===== config.mk =====
export PLATFORM = sky130hd
export DESIGN_NAME = cell_cluster
export DESIGN_NICKNAME = d
export VERILOG_FILES = /design/src/cell_cluster_pkg.sv /design/src/cell_cluster.sv /design/src/logic_cell.sv
export SDC_FILE = /design/constraint.sdc
export NUM_CORES = 1
export LEC_CHECK = 0
export CORE_MARGIN = 4
export CORE_UTILIZATION = 64
export DETAILED_ROUTE_END_ITERATION = 8
export DONT_BUFFER_PORTS = 1
export HOLD_SLACK_MARGIN = 0.15
export PLACE_DENSITY = 0.92
export SLEW_MARGIN = 20
export SYNTH_ARGS = -nofsm -noshare
export SYNTH_HDL_FRONTEND = slang
export SYNTH_SLANG_ARGS = --single-unit

===== constraint.sdc =====
create_clock -name hclk -period 5.92 [get_ports hclk]
set_input_delay 0.888 -clock hclk [delete_from_list [all_inputs] [get_ports hclk]]
set_output_delay 0.888 -clock hclk [all_outputs]
set_load 0.01 [all_outputs]

===== src/cell_cluster_pkg.sv =====
// shared constants and types for the logic cell cluster
package cell_cluster_pkg;

  localparam int CELLS = 10;
  localparam int DATA_INPUTS = 4;
  localparam int LUT_BITS = 16;
  localparam int CLOCKS = 2;

  // register byte offsets
  localparam logic [7:0] CTRL_OFFSET = 8'h00;
  localparam logic [7:0] STATUS_OFFSET = 8'h04;
  localparam logic [7:0] OUTS_OFFSET = 8'h08;
  localparam logic [7:0] PINS_OFFSET = 8'h0C;
  localparam logic [7:0] INFO_OFFSET = 8'h10;
  localparam logic [7:0] ERR_OFFSET = 8'h14;
  localparam logic [7:0] CELL_BASE = 8'h40;
  localparam logic [7:0] CELL_LAST = 8'h64;

  // control word fields
  localparam int CTRL_RUN_BIT = 0;
  localparam int CTRL_CHIP_RESET_ENABLE_BIT = 1;
  localparam logic [31:0] CTRL_MASK = 32'h0000_0003;
  localparam logic [1:0] CTRL_RESET = 2'h0;

  // info word fields
  localparam int INFO_FANIN_LSB = 0;
  localparam int INFO_CONFLICT_BIT = 8;
  localparam int INFO_ILLEGAL_LSB = 16;

  // per cell configuration word, reserved bits read as zero
  localparam logic [31:0] CELL_CFG_MASK = 32'h03FF_FFFF;
  localparam logic [31:0] CELL_CFG_RESET = 32'h0000_0000;

  localparam logic [1:0] HTRANS_NONSEQ = 2'h2;

  typedef enum logic [1:0] {
    mode_normal,
    mode_arithmetic,
    mode_counter
  } mode_type;

  typedef struct packed {
    logic [5:0] reserved;
    logic fb_sel;
    logic preset_load_emul;
    logic preset_emul;
    logic packed_reg;
    logic casc_or;
    logic casc_use;
    logic carry_to_lut;
    logic clk_sel;
    logic [1:0] mode;
    logic [LUT_BITS-1:0] lut;
  } cell_cfg_type;

  typedef struct packed {
    logic [CLOCKS-1:0] clk_tick;
    logic [CLOCKS-1:0] clk_ena;
    logic [CLOCKS-1:0] async_clr;
    logic sync_clr;
    logic sync_load;
  } cluster_ctl_type;

endpackage


===== src/cell_cluster.sv =====
// cluster of ten logic cells with an AHB-Lite configuration and status port
//
// How it works
// cascade joins neighbouring table outputs by AND, or OR via double inversion.
// each cell added to a cascade adds four inputs to the function.
// beyond ten cells a cascade continues to the next same-parity cluster.
// each cell runs in normal, arithmetic or counter mode.
// each cell has four data inputs, register feedback, carry-in and cascade-in.
// register controls come from cluster-wide signals in every mode.
// a cluster has exactly two shared clock enables.
// normal mode may pack the register, but not when carry-in feeds the table.
// register feedback multiplexer exists only on the first cell.
// data inputs one and two carry count controls except on the second cell.
// normal mode uses a four-input table; one input is carry-in or data three.
// normal mode combines table output with cascade-in into cascade-out.
// arithmetic mode uses two three-input tables for result and carry-out.
// arithmetic mode allows cascade and drives registered and plain outputs.
// counter enable and direction come from data inputs.
// synchronous clear and load are cluster-wide and hit every register.
// counter uses two tables, a load multiplexer and a clear AND gate.
// synchronous clear or load beats the cascade; clear beats load.
// the register natively has only an asynchronous clear.
// the enabled chip-wide reset resets every register over all other controls.
// preset-emulating registers go to preset on chip-wide reset.
// registers emulating preset and load are unknown after chip-wide reset.
// a cluster holds ten cells chained in order by carry and cascade.
// two cluster clocks, each tied to its own enable.
// the register updates on its clock tick only while its enable is high.
// modes and table contents are static while the cluster runs.
//
// The implementer's own choices: register access over AHB-Lite and the register addresses.
`timescale 1ns/1ps
module cell_cluster (
  input wire logic hclk,
  input wire logic hresetn,
  input wire logic hsel,
  input wire logic [31:0] haddr,
  input wire logic [1:0] htrans,
  input wire logic hwrite,
  input wire logic [2:0] hsize,
  input wire logic [31:0] hwdata,
  input wire logic hready,
  output logic hreadyout,
  output logic [31:0] hrdata,
  output logic hresp,
  input wire logic [39:0] data_pins,
  input wire cell_cluster_pkg::cluster_ctl_type ctl_pins,
  input wire logic carry_in_pin,
  input wire logic cascade_in_pin,
  input wire logic chip_wide_reset_n,
  output logic [9:0] lut_out,
  output logic [9:0] reg_out,
  output logic carry_out,
  output logic cascade_to_next_same_parity
);

  localparam int CELLS = cell_cluster_pkg::CELLS;
  localparam int SYNC_W = 40 + $bits(cell_cluster_pkg::cluster_ctl_type) + 3;

  ////////////////////////////////////////////////////////////////////////////////
  // pin synchronisers: the first stage feeds only the second

  logic [SYNC_W-1:0] pin_meta;
  logic [SYNC_W-1:0] pin_sync;
  logic [39:0] data_s;
  cell_cluster_pkg::cluster_ctl_type ctl_s;
  logic carry_in_s;
  logic cascade_in_s;
  logic chip_reset_n_s;

  always_ff @(posedge hclk or negedge hresetn)
  begin
    if (!hresetn)
    begin
      pin_meta <= {{(SYNC_W-1){1'b0}}, 1'b1};
      pin_sync <= {{(SYNC_W-1){1'b0}}, 1'b1};
    end
    else
    begin
      pin_meta <= {data_pins, ctl_pins, carry_in_pin, cascade_in_pin, chip_wide_reset_n};
      pin_sync <= pin_meta;
    end
  end

  assign {data_s, ctl_s, carry_in_s, cascade_in_s, chip_reset_n_s} = pin_sync;

  ////////////////////////////////////////////////////////////////////////////////
  // configuration state

  logic run;
  logic chip_reset_enable;
  cell_cluster_pkg::cell_cfg_type cfg [CELLS];
  logic refused;
  logic chip_rst;

  // the reset pin only acts when the option was set before running
  assign chip_rst = chip_reset_enable && !chip_reset_n_s;

  ////////////////////////////////////////////////////////////////////////////////
  // the ten cells, chained in order

  logic [CELLS:0] carry_link;
  logic [CELLS:0] casc_link;
  logic [CELLS-1:0] cell_lut;
  logic [CELLS-1:0] cell_q;
  logic [CELLS-1:0] cell_unknown;

  assign carry_link[0] = carry_in_s;
  assign casc_link[0] = cascade_in_s;

  genvar gi;
  generate
    for (gi = 0; gi < CELLS; gi++)
    begin : g_cell
      logic_cell #(
        .FIRST(gi == 0),
        .SECOND(gi == 1)
      ) u_cell (
        .hclk(hclk),
        .hresetn(hresetn),
        .cfg(cfg[gi]),
        .data(data_s[gi*4 +: 4]),
        .carry_in(carry_link[gi]),
        .cascade_in(casc_link[gi]),
        .ctl(ctl_s),
        .chip_rst(chip_rst),
        .lut_out(cell_lut[gi]),
        .carry_out(carry_link[gi+1]),
        .cascade_out(casc_link[gi+1]),
        .q(cell_q[gi]),
        .unknown(cell_unknown[gi])
      );
    end
  endgenerate

  ////////////////////////////////////////////////////////////////////////////////
  // outputs, all from flip-flops

  always_ff @(posedge hclk or negedge hresetn)
  begin
    if (!hresetn)
    begin
      lut_out <= 10'h000;
      reg_out <= 10'h000;
      carry_out <= 1'b0;
      cascade_to_next_same_parity <= 1'b0;
    end
    else
    begin
      lut_out <= cell_lut;
      reg_out <= cell_q;
      carry_out <= carry_link[CELLS];
      // the last cell feeds the first cell two clusters on, keeping parity
      cascade_to_next_same_parity <= casc_link[CELLS];
    end
  end

  ////////////////////////////////////////////////////////////////////////////////
  // derived status

  logic [7:0] fanin;
  logic conflict;
  logic [CELLS-1:0] illegal_mode;

  // fan-in of the cascade that starts at the first cell
  always_comb
  begin
    logic open_chain;
    open_chain = 1'b1;
    fanin = 8'h04;
    for (int i = 1; i < CELLS; i++)
    begin
      open_chain = open_chain && cfg[i].casc_use;
      if (open_chain)
        fanin = fanin + 8'h04;
    end
  end

  // a counter shares sync clear and load with every register in the cluster
  always_comb
  begin
    logic any_counter;
    logic any_other_reg;
    any_counter = 1'b0;
    any_other_reg = 1'b0;
    for (int i = 0; i < CELLS; i++)
    begin
      if (cfg[i].mode == 2'(cell_cluster_pkg::mode_counter))
        any_counter = 1'b1;
      else if (cfg[i].packed_reg || cfg[i].preset_emul)
        any_other_reg = 1'b1;
    end
    conflict = any_counter && any_other_reg;
  end

  generate
    for (gi = 0; gi < CELLS; gi++)
    begin : g_illegal
      assign illegal_mode[gi] = (cfg[gi].mode == 2'h3);
    end
  endgenerate

  ////////////////////////////////////////////////////////////////////////////////
  // AHB-Lite slave: writes have no wait state, reads take one

  logic wr_pend;
  logic [7:0] wr_addr;
  logic rd_pend;
  logic [7:0] rd_addr;
  logic take;
  logic wr_cell;
  logic [3:0] wr_index;

  assign take = hsel && hready && (htrans == cell_cluster_pkg::HTRANS_NONSEQ);
  assign wr_cell = (wr_addr >= cell_cluster_pkg::CELL_BASE) && (wr_addr <= cell_cluster_pkg::CELL_LAST);
  assign wr_index = 4'((wr_addr - cell_cluster_pkg::CELL_BASE) >> 2);

  function automatic logic [31:0] read_word(input logic [7:0] a);
    logic [31:0] w;
    logic [7:0] idx;
    w = 32'h0000_0000;
    idx = (a - cell_cluster_pkg::CELL_BASE) >> 2;
    unique case (a)
      cell_cluster_pkg::CTRL_OFFSET:
        w = {30'h0, chip_reset_enable, run};
      cell_cluster_pkg::STATUS_OFFSET:
        w = {12'h000, cell_unknown, cell_q};
      cell_cluster_pkg::OUTS_OFFSET:
        w = {cascade_to_next_same_parity, carry_out, 10'h000, lut_out, reg_out};
      cell_cluster_pkg::PINS_OFFSET:
        w = data_s[31:0];
      cell_cluster_pkg::INFO_OFFSET:
        w = {6'h0, illegal_mode, 7'h0, conflict, fanin};
      cell_cluster_pkg::ERR_OFFSET:
        w = {31'h0, refused};
      default:
      begin
        if (a >= cell_cluster_pkg::CELL_BASE && a <= cell_cluster_pkg::CELL_LAST && a[1:0] == 2'h0)
          w = cfg[idx[3:0]] & cell_cluster_pkg::CELL_CFG_MASK;
      end
    endcase
    return w;
  endfunction

  always_ff @(posedge hclk or negedge hresetn)
  begin
    if (!hresetn)
    begin
      wr_pend <= 1'b0;
      wr_addr <= 8'h00;
    end
    else if (take && hwrite && hsize == 3'h2)
    begin
      wr_pend <= 1'b1;
      wr_addr <= haddr[7:0];
    end
    else
      wr_pend <= 1'b0;
  end

  always_ff @(posedge hclk or negedge hresetn)
  begin
    if (!hresetn)
    begin
      rd_pend <= 1'b0;
      rd_addr <= 8'h00;
      hreadyout <= 1'b1;
      hrdata <= 32'h0000_0000;
    end
    else if (rd_pend)
    begin
      // sampled a cycle late so a write just before is already visible
      rd_pend <= 1'b0;
      hreadyout <= 1'b1;
      hrdata <= read_word(rd_addr);
    end
    else if (take && !hwrite)
    begin
      rd_pend <= 1'b1;
      rd_addr <= haddr[7:0];
      hreadyout <= 1'b0;
    end
  end

  always_ff @(posedge hclk or negedge hresetn)
  begin
    if (!hresetn)
      hresp <= 1'b0;
    else
      hresp <= 1'b0;
  end

  ////////////////////////////////////////////////////////////////////////////////
  // register writes; configuration is frozen while running

  always_ff @(posedge hclk or negedge hresetn)
  begin
    if (!hresetn)
    begin
      run <= cell_cluster_pkg::CTRL_RESET[cell_cluster_pkg::CTRL_RUN_BIT];
      chip_reset_enable <= cell_cluster_pkg::CTRL_RESET[cell_cluster_pkg::CTRL_CHIP_RESET_ENABLE_BIT];
    end
    else if (wr_pend && wr_addr == cell_cluster_pkg::CTRL_OFFSET)
    begin
      run <= hwdata[cell_cluster_pkg::CTRL_RUN_BIT];
      if (!run)
        chip_reset_enable <= hwdata[cell_cluster_pkg::CTRL_CHIP_RESET_ENABLE_BIT];
    end
  end

  always_ff @(posedge hclk or negedge hresetn)
  begin
    if (!hresetn)
    begin
      for (int i = 0; i < CELLS; i++)
        cfg[i] <= cell_cluster_pkg::CELL_CFG_RESET;
    end
    else if (wr_pend && wr_cell && !run && wr_addr[1:0] == 2'h0)
      cfg[wr_index] <= hwdata & cell_cluster_pkg::CELL_CFG_MASK;
  end

  // refused configuration writes: a new refusal wins over a clear
  always_ff @(posedge hclk or negedge hresetn)
  begin
    if (!hresetn)
      refused <= 1'b0;
    else if (wr_pend && run && (wr_cell || wr_addr == cell_cluster_pkg::CTRL_OFFSET))
    begin
      if (wr_cell || hwdata[cell_cluster_pkg::CTRL_CHIP_RESET_ENABLE_BIT] != chip_reset_enable)
        refused <= 1'b1;
    end
    else if (wr_pend && wr_addr == cell_cluster_pkg::ERR_OFFSET && hwdata[0])
      refused <= 1'b0;
  end

endmodule


===== src/logic_cell.sv =====
// one logic cell: lookup table, chain links and its register
`timescale 1ns/1ps
module logic_cell #(
  parameter bit FIRST = 1'b0,
  parameter bit SECOND = 1'b0
) (
  input wire logic hclk,
  input wire logic hresetn,
  input wire cell_cluster_pkg::cell_cfg_type cfg,
  input wire logic [3:0] data,
  input wire logic carry_in,
  input wire logic cascade_in,
  input wire cell_cluster_pkg::cluster_ctl_type ctl,
  input wire logic chip_rst,
  output logic lut_out,
  output logic carry_out,
  output logic cascade_out,
  output logic q,
  output logic unknown
);

  cell_cluster_pkg::mode_type mode;
  logic first_in;
  logic count_en;
  logic count_up;
  logic in3;
  logic chain;
  logic d;
  logic sel;

  assign mode = cell_cluster_pkg::mode_type'(cfg.mode);
  assign sel = cfg.clk_sel;

  always_comb
  begin
    // feedback steering exists on the first cell only
    first_in = (FIRST && cfg.fb_sel) ? q : data[0];
    // second cell cannot take count controls from its data inputs
    count_en = SECOND ? 1'b1 : first_in;
    count_up = SECOND ? 1'b1 : data[1];
    in3 = cfg.carry_to_lut ? carry_in : data[2];
    lut_out = 1'b0;
    carry_out = 1'b0;
    unique case (mode)
      cell_cluster_pkg::mode_normal:
      begin
        lut_out = cfg.lut[{data[3], in3, data[1], first_in}];
      end
      cell_cluster_pkg::mode_arithmetic:
      begin
        lut_out = cfg.lut[{1'b0, carry_in, data[1], first_in}];
        carry_out = cfg.lut[{1'b1, carry_in, data[1], first_in}];
      end
      cell_cluster_pkg::mode_counter:
      begin
        lut_out = cfg.lut[{1'b0, carry_in, count_up, q}];
        carry_out = cfg.lut[{1'b1, carry_in, count_up, q}];
      end
      default:
      begin
        lut_out = 1'b0;
        carry_out = 1'b0;
      end
    endcase
    // or is built from the and gate by inverting both sides
    if (!cfg.casc_use)
      chain = lut_out;
    else if (cfg.casc_or)
      chain = ~(~lut_out & ~cascade_in);
    else
      chain = lut_out & cascade_in;
    cascade_out = chain;
    if (mode == cell_cluster_pkg::mode_normal && cfg.packed_reg && !cfg.carry_to_lut)
      d = data[3];
    else if (mode == cell_cluster_pkg::mode_counter)
      d = count_en ? chain : q;
    else
      d = chain;
    // load mux then clear gate, so clear beats load and both beat the chain
    d = ctl.sync_load ? data[2] : d;
    d = d & ~ctl.sync_clr;
  end

  ////////////////////////////////////////////////////////////////////////////////
  // register: only async clear is native; preset emulation makes async clear and chip reset load a one
  always_ff @(posedge hclk or negedge hresetn)
  begin
    if (!hresetn)
      q <= 1'b0;
    else if (chip_rst)
      q <= cfg.preset_emul;
    else if (ctl.async_clr[sel])
      q <= cfg.preset_emul;
    else if (ctl.clk_tick[sel] && ctl.clk_ena[sel])
      q <= d;
  end

  always_ff @(posedge hclk or negedge hresetn)
  begin
    if (!hresetn)
      unknown <= 1'b0;
    else if (chip_rst)
      unknown <= cfg.preset_load_emul;
    else if (ctl.clk_tick[sel] && ctl.clk_ena[sel] && (ctl.sync_load || ctl.sync_clr))
      unknown <= 1'b0;
  end

endmodule

Word-level counts from Yosys, hierarchy flattened --
Cells that the tools add are included.
Operators by class: muxes and demuxes 354, magnitude comparators 67, $add $sub $neg 10, reduce and logical (&&, ||, !) cells 132, bitwise logic cells 65, equality and inequality tests 40
Operator list (count):
- 320-bit bitwise mux | 1
- 1-bit two-way mux | 267
- 32-bit case mux with 6 select lines | 1
- 4-bit by 5-bit less-than comparator with 1-bit output, second input constant | 30
- 32-bit binary-select mux with 4-bit select | 1
- 32-bit demux with 4-bit select | 1
- 1-bit binary-select mux with 3-bit select | 38
- 3-bit by 5-bit less-than comparator with 1-bit output, second input constant | 20
- 26-bit two-way mux | 3
- 1-bit logical AND | 67
- 8-bit by 3-bit adder with 8-bit output, second input constant | 8
- 8-bit two-way mux | 8
- 2-bit == test, second input constant | 21
- 1-bit binary-select mux with 4-bit select | 10
- 1-bit inverter | 33
- 32-bit two-way mux | 1
- 1-bit AND | 30
- 1-bit case mux with 3 select lines | 10
- 3-bit nonzero test | 10
- 8-bit by 5-bit == test with 1-bit output, second input constant | 3
- 2-bit zero test | 12
- 2-bit nonzero test | 12
- 2-bit by 1-bit == test with 1-bit output, second input constant | 10
- 1-bit by 2-bit less-than comparator with 1-bit output, second input constant | 10
- 18 further kinds | 61
Storage, ports and cells: input bits 125, output and inout port bits 56, bits in registers 518

Logic depth before layout (Yosys ltp) --
word-level depth 62, mapped depth 21, gate-level depth less buffers 20

Cells and area by module --
From an unflattened synthesis, not the netlist that was laid out.
Unflattened totals: cells, all modules 1936, area total of the unflattened synthesis 24971.4 um^2
Modules (own cells, without submodules):
- cell_cluster | sequential area each 10964.3 um^2, cells each 1289, area an instance 18605.3 um^2, instances 1
- logic_cell at g_cell[2].u_cell ... | sequential area each 50.0 um^2, cells each 66, area an instance 650.6 um^2, instances 8
- logic_cell at g_cell[0].u_cell | sequential area each 50.0 um^2, cells each 65, area an instance 641.9 um^2, instances 1
- logic_cell at g_cell[1].u_cell | sequential area each 50.0 um^2, cells each 54, area an instance 519.2 um^2, instances 1

Worst setup path before layout --
OpenSTA, ideal clock, no wires.
kind reg-to-reg, from register g_cell[0].u_cell.q, to register g_cell[9].u_cell.q, required time 5.794 ns, period minus slack after synthesis 4.516 ns, library setup time 0.126 ns, slack 1.404 ns, path buffers 2, arrival 4.390 ns, cell stages (with the launch flop) 20, path through dfrtp_1 -> buf_6 -> mux2i_4 -> mux2_1 -> o22a_4 -> nand2_4 -> mux2_2 -> a21oi_1 -> nor3_2 -> buf_6 -> o22ai_1 -> nand3_1 -> o211a_4 -> o211a_4 -> o211a_4 -> mux2_4 -> a22oi_2 -> o221ai_2 -> and2_2 -> a221o_1
On the way: elaborated cells on any way between the ends 202
RTL lines:
- start, declared | line logic_cell.sv:18 | output logic q,
- start signal, assigned | line logic_cell.sv:91 | q <= cfg.preset_emul;
- start signal, assigned | line logic_cell.sv:93 | q <= cfg.preset_emul;
- 1-bit two-way mux | line logic_cell.sv:37 | first_in = (FIRST && cfg.fb_sel) ? q : data[0];
- 1-bit binary-select mux with 3-bit select | line logic_cell.sv:52 | carry_out = cfg.lut[{1'b1, carry_in, data[1], first_in}];
- 1-bit two-way mux (not written as such) | line logic_cell.sv:52
- 1-bit case mux with 2 select lines (*) | line logic_cell.sv:44 | unique case (mode)
- 1-bit binary-select mux with 3-bit select or 1-bit binary-select mux with 2-bit select (tied branches) | line logic_cell.sv:52, logic_cell.sv:57
- 1-bit two-way mux (on tied branches) | line logic_cell.sv:52, logic_cell.sv:57
- 1-bit case mux with 2 select lines (*) | line logic_cell.sv:44
- 1-bit binary-select mux with 3-bit select (on tied branches) | line logic_cell.sv:57, logic_cell.sv:52
- [... 24 more ...]
- net g_cell[9].u_cell.lut_out | line logic_cell.sv:15 | output logic lut_out,
- [... 5 more ...]
- 1-bit two-way mux | line logic_cell.sv:76 | d = count_en ? chain : q;
- 1-bit two-way mux (*) | line logic_cell.sv:75 | else if (mode == cell_cluster_pkg::mode_counter)
- 1-bit two-way mux (*) | line logic_cell.sv:73 | if (mode == cell_cluster_pkg::mode_normal && cfg.packed_reg && !cfg.carry_to_lut)
- 1-bit two-way mux (*) | line logic_cell.sv:80 | d = ctl.sync_load ? data[2] : d;
- 1-bit AND (*) | line logic_cell.sv:81 | d = d & ~ctl.sync_clr;
- 1-bit two-way mux (*) | line logic_cell.sv:94 | else if (ctl.clk_tick[sel] && ctl.clk_ena[sel])
- 1-bit two-way mux (*) | line logic_cell.sv:92 | else if (ctl.async_clr[sel])
- 1-bit two-way mux (*) | line logic_cell.sv:90 | else if (chip_rst)
- end signal, assigned | line logic_cell.sv:91
- end signal, assigned | line logic_cell.sv:93
- end, declared | line logic_cell.sv:18
Mark *: on every way through the listed nets, which the timed path passes. The rest lies on a longest branch. The select of a mux whose other input is x is not followed. A chain may end at the register's enable or synchronous reset.

Worst setup path after layout --
from register cfg[304] (netlist name), to register g_cell[9].u_cell.q
On the way: cells in the longest elaborated chain, start to end 60, elaborated cells on any way between the ends 194
Ends and longest elaborated chain:
- parallel branches: the longest is 51 deep, another holds 1-bit binary-select mux with 3-bit select
- 1-bit two-way mux (*) | line logic_cell.sv:66 | if (!cfg.casc_use)
- 1-bit two-way mux | line logic_cell.sv:76
- 1-bit two-way mux (*) | line logic_cell.sv:75
- 1-bit two-way mux (*) | line logic_cell.sv:73
- 1-bit two-way mux (*) | line logic_cell.sv:80
- 1-bit AND (*) | line logic_cell.sv:81
- 1-bit two-way mux (*) | line logic_cell.sv:94
- 1-bit two-way mux (*) | line logic_cell.sv:92
- 1-bit two-way mux (*) | line logic_cell.sv:90
Mark *: on every way between the ends. The select of a mux whose other input is x is not followed.

==> impl_metrics.env <==
export IMPL_final_cells=2447
export IMPL_design_area_um2=26100
export IMPL_max_cap_violations=0
export IMPL_endpoint_kind="flop"
export IMPL_num_vias=18300
export IMPL_clockRootBuffer="clkbuf_16"
export IMPL_initial_utilization_pct=65.4
export IMPL_tightest_slew_ps=1220
export IMPL_wl_mm=78.6
export IMPL_critPathLaunchType="flop"
export IMPL_seq_area_frac_synth_pct=47.4
export IMPL_fmax_ghz=0.183
export IMPL_dr_first_iter_drc_count=2631
export IMPL_portBuffers=0
export IMPL_std_cell_rows=70
export IMPL_finalCriticalPeriod_ps=5460
export IMPL_multiInputGateArea_um2=11900
export IMPL_ios=181
export IMPL_clkSlewWorstSetupHoldPaths_ps=60
export IMPL_ys_top_cells_by_count="dfrtp_1 (455), mux2_2 (278), nand2_1 (148), mux4_2 (122), o21ai_0 (107)"
export IMPL_synth_cell_types=98
export IMPL_synth_edf_count=0
export IMPL_post_drt_via_cell_ratio=7.46
export IMPL_synth_area_um2=24200
export IMPL_ys_seq_elements=458
export IMPL_finalSetupViolations=0
export IMPL_cp_arrival_ps=5950
export IMPL_yosys_area_top_type="dfrtp_1"
export IMPL_rsz0062_at_grt="no"
export IMPL_status="finished clean"
export IMPL_hold_viol_final=0
export IMPL_postSynthCellCount=1968
export IMPL_drive_above_1_share_pct=29.2
export IMPL_timing_final_crit_share_pct=92.3
export IMPL_dp_cells=2358
export IMPL_ir_drop_mv=0.234
export IMPL_hp_class="primary input to asynchronous set/reset pin"
export IMPL_async_flop_share_pct=100
export IMPL_cts_buffers=48
export IMPL_area_growth_pct=7.81
export IMPL_routedWlPerCell_um=32.1
export IMPL_overflow=0
export IMPL_tns_ps=0
export IMPL_nFillCells=2401
export IMPL_leakage_nw=11.2
export IMPL_clkLatencyLatePin_ps=600
export IMPL_core_region_area_um2=37000
export IMPL_postCtsSetupRepairBufs=0
export IMPL_antenna_found_initial=3
export IMPL_die_width_um=202
export IMPL_fin_nets=2084
export IMPL_firstDrtPassIters=6
export IMPL_path_class="flop to flop"
export IMPL_crit_path_top_delay_cell="o21ai_0"
export IMPL_drtAntennaViolNets=0
export IMPL_power_density_nw_per_um2=288
export IMPL_yosysMostFrequentCell="dfrtp_1"
export IMPL_critPathMaxFanout=6
export IMPL_dp_hpwl_mm=54.8
export IMPL_gp_congestion=1.04
export IMPL_skew_ps=32.3
export IMPL_yosys_most_used_dff="dfrtp_1"
export IMPL_ff_latch_area_um2=11500
export IMPL_cp_common_cell="nand2_1"
export IMPL_slew_viol_final=0
export IMPL_die_area_um2=41000
export IMPL_postSynthAreaPerCell_um2=12.3
export IMPL_synth_top_cell_area_share_pct=47.1
export IMPL_clock_path_buffers=3
export IMPL_synth_area_leaders="dfrtp_1 (47%), mux2_2 (13%), mux4_2 (11%)"
export IMPL_syn_num_nets=2148
export IMPL_cts_htree_levels=2
export IMPL_grt_pass1_vias=18500
export IMPL_grt_pass1_wl_mm=118
export IMPL_cts_tree="done"
export IMPL_relSlewSlack_pct=18.7
export IMPL_grt_max_degree=459
export IMPL_cts_sinks=458
export IMPL_grt_use_total_pct=38.3
export IMPL_drt_drc_violations_left=0
export IMPL_synth_warnings=0
export IMPL_postPlaceCellArea_um2=24500
export IMPL_die_h_um=202
export IMPL_path_cells="inv_1 > ha_1 > nand2_1 > a31oi_1 > nand3_1 > nand2_4 > mux2_2 > a21oi_1 > nor3_1 > o21ai_0 > a32oi_1 > nor3_2 > a22oi_1 > o31ai_1 > o221ai_1 > nand2_1 > a211oi_1 > o22ai_1 > o21ai_1 > a221o_1"
export IMPL_crit_required_ps=6400
export IMPL_slowest_delay_ps=520
==> path summary, 6_finish.rpt <==
path                                   start  slack, ps            endpoint  cells past startpoint
max                                 cfg[304]        460  g_cell[9].u_cell.q                     20
min                                  hresetn          6        pin_meta[23]                      0
max reg2reg                         cfg[304]        460  g_cell[9].u_cell.q                     20
min reg2reg                     pin_meta[25]        340        pin_sync[25]                      0
max in group asynchronous            hresetn       4950         pin_meta[5]                      0
min in group hclk          chip_wide_reset_n        280         pin_meta[0]                      0
==> cell families (layout without fill, tap and decap cells) <==
group / after synthesis / after routing / share of synthesized area, %
fa+ha+maj: 56 / 56 / 2.89
simple gates: 393 / 393 / 7.78
mux: 455 / 455 / 26.9
xor+xnor: 4 / 4 / 0.145
other cells: 1 / 3 / 0.0155
flops: 458 / 458 / 47.4
buf+inv: 206 / 179 / 3.52
compound gates: 395 / 395 / 11.3
==> layout by cell type, fill, tap and decap left out, types with 6 or more instances in the layout <==
cell type	n
nor3b_1	6
mux2_2	278
nor2_1	88
a221oi_1	31
mux2i_1	46
a31oi_1	17
o31ai_1	16
o21ai_0	107
ha_1	55
a21oi_1	65
o211ai_1	6
o22ai_1	7
nor2_2	6
nor3_1	11
nand3b_1	10
and3_1	6
nand3_1	28
buf_4	30
dfrtp_1	450
clkbuf_16	50
nor2b_1	30
a22oi_1	34
mux4_2	122
inv_1	61
clkbuf_8	10
a22o_1	13
nand2_1	147
a211oi_1	31
nand2b_1	10
or3_1	6
and2_1	7
clkinv_2	13
==> worst max-delay path, delay by kind of cell (launching register included) <==
family / cells / cell delay [ps]
AOI/OAI and AO/OA: 11 / 2810
and+or+nand+nor: 6 / 1180
DFF: 1 / 470
muxes: 1 / 400
adders and majority gates: 1 / 350
buffers and inverters: 1 / 130
==> routing by layer <==
metal / vias to the layer above / wire, µm / global-route usage (%)
li1: 7220 / - / -
met1: 9030 / 26700 / 49.0
met2: 1559 / 34100 / 56.5
met3: 441 / 11000 / 12.7
met4: 0 / 6720 / 24.5
met5: - / 0 / 0
==> where the power goes <==
part	internal (mW)	total (mW)	leakage (nW)	switching, mW
Sequential	3.26	3.55	5.72	0.285
Clock	1.72	3.03	0.785	1.31
Combinational	0.411	0.931	4.65	0.520
Total	5.39	7.51	11.2	2.12
==> area by class of cell <==
cell class,instances,area share (%)
diodes,2,0.0192
clock buffers,63,5.37
clock inverters,24,0.710
inverters,62,0.893
multi-input cells,1304,45.7
flip-flops and latches,458,44.0
well taps,504,2.42
repair buffers,30,0.864
==> repair_timing <==
item	4_1_cts	5_1_grt
resized for setup	0	2
hold endpoints to repair	455	374
endpoints found under the setup margin	0	1
==> metrics by stage <==
stage / worst slack [ps] / utilization, % / total power, mW / hold WS (ps)
after floorplan: 1400 / - / 4.14 / 331
after global placement: 592 / 66.2 / 4.44 / 332
after detailed placement: 464 / 66.2 / 4.48 / 335
after CTS: 409 / 70.5 / 7.47 / -14.6
after global routing: 147 / 70.5 / 7.70 / -9.45
final: 456 / 70.5 / 7.51 / 5.53
==> state kept, by name (all words and copies together), names as in the netlist, 8 cells and up <==
signal and cells:
cfg 260, pin_meta 51, pin_sync 51, hrdata 32
g_cell.u_cell.q 10, g_cell.u_cell.unknown 10, lut_out 10, reg_out 10
rd_addr 8, wr_addr 8
No activity file was read; power rests on OpenSTA's default activity.
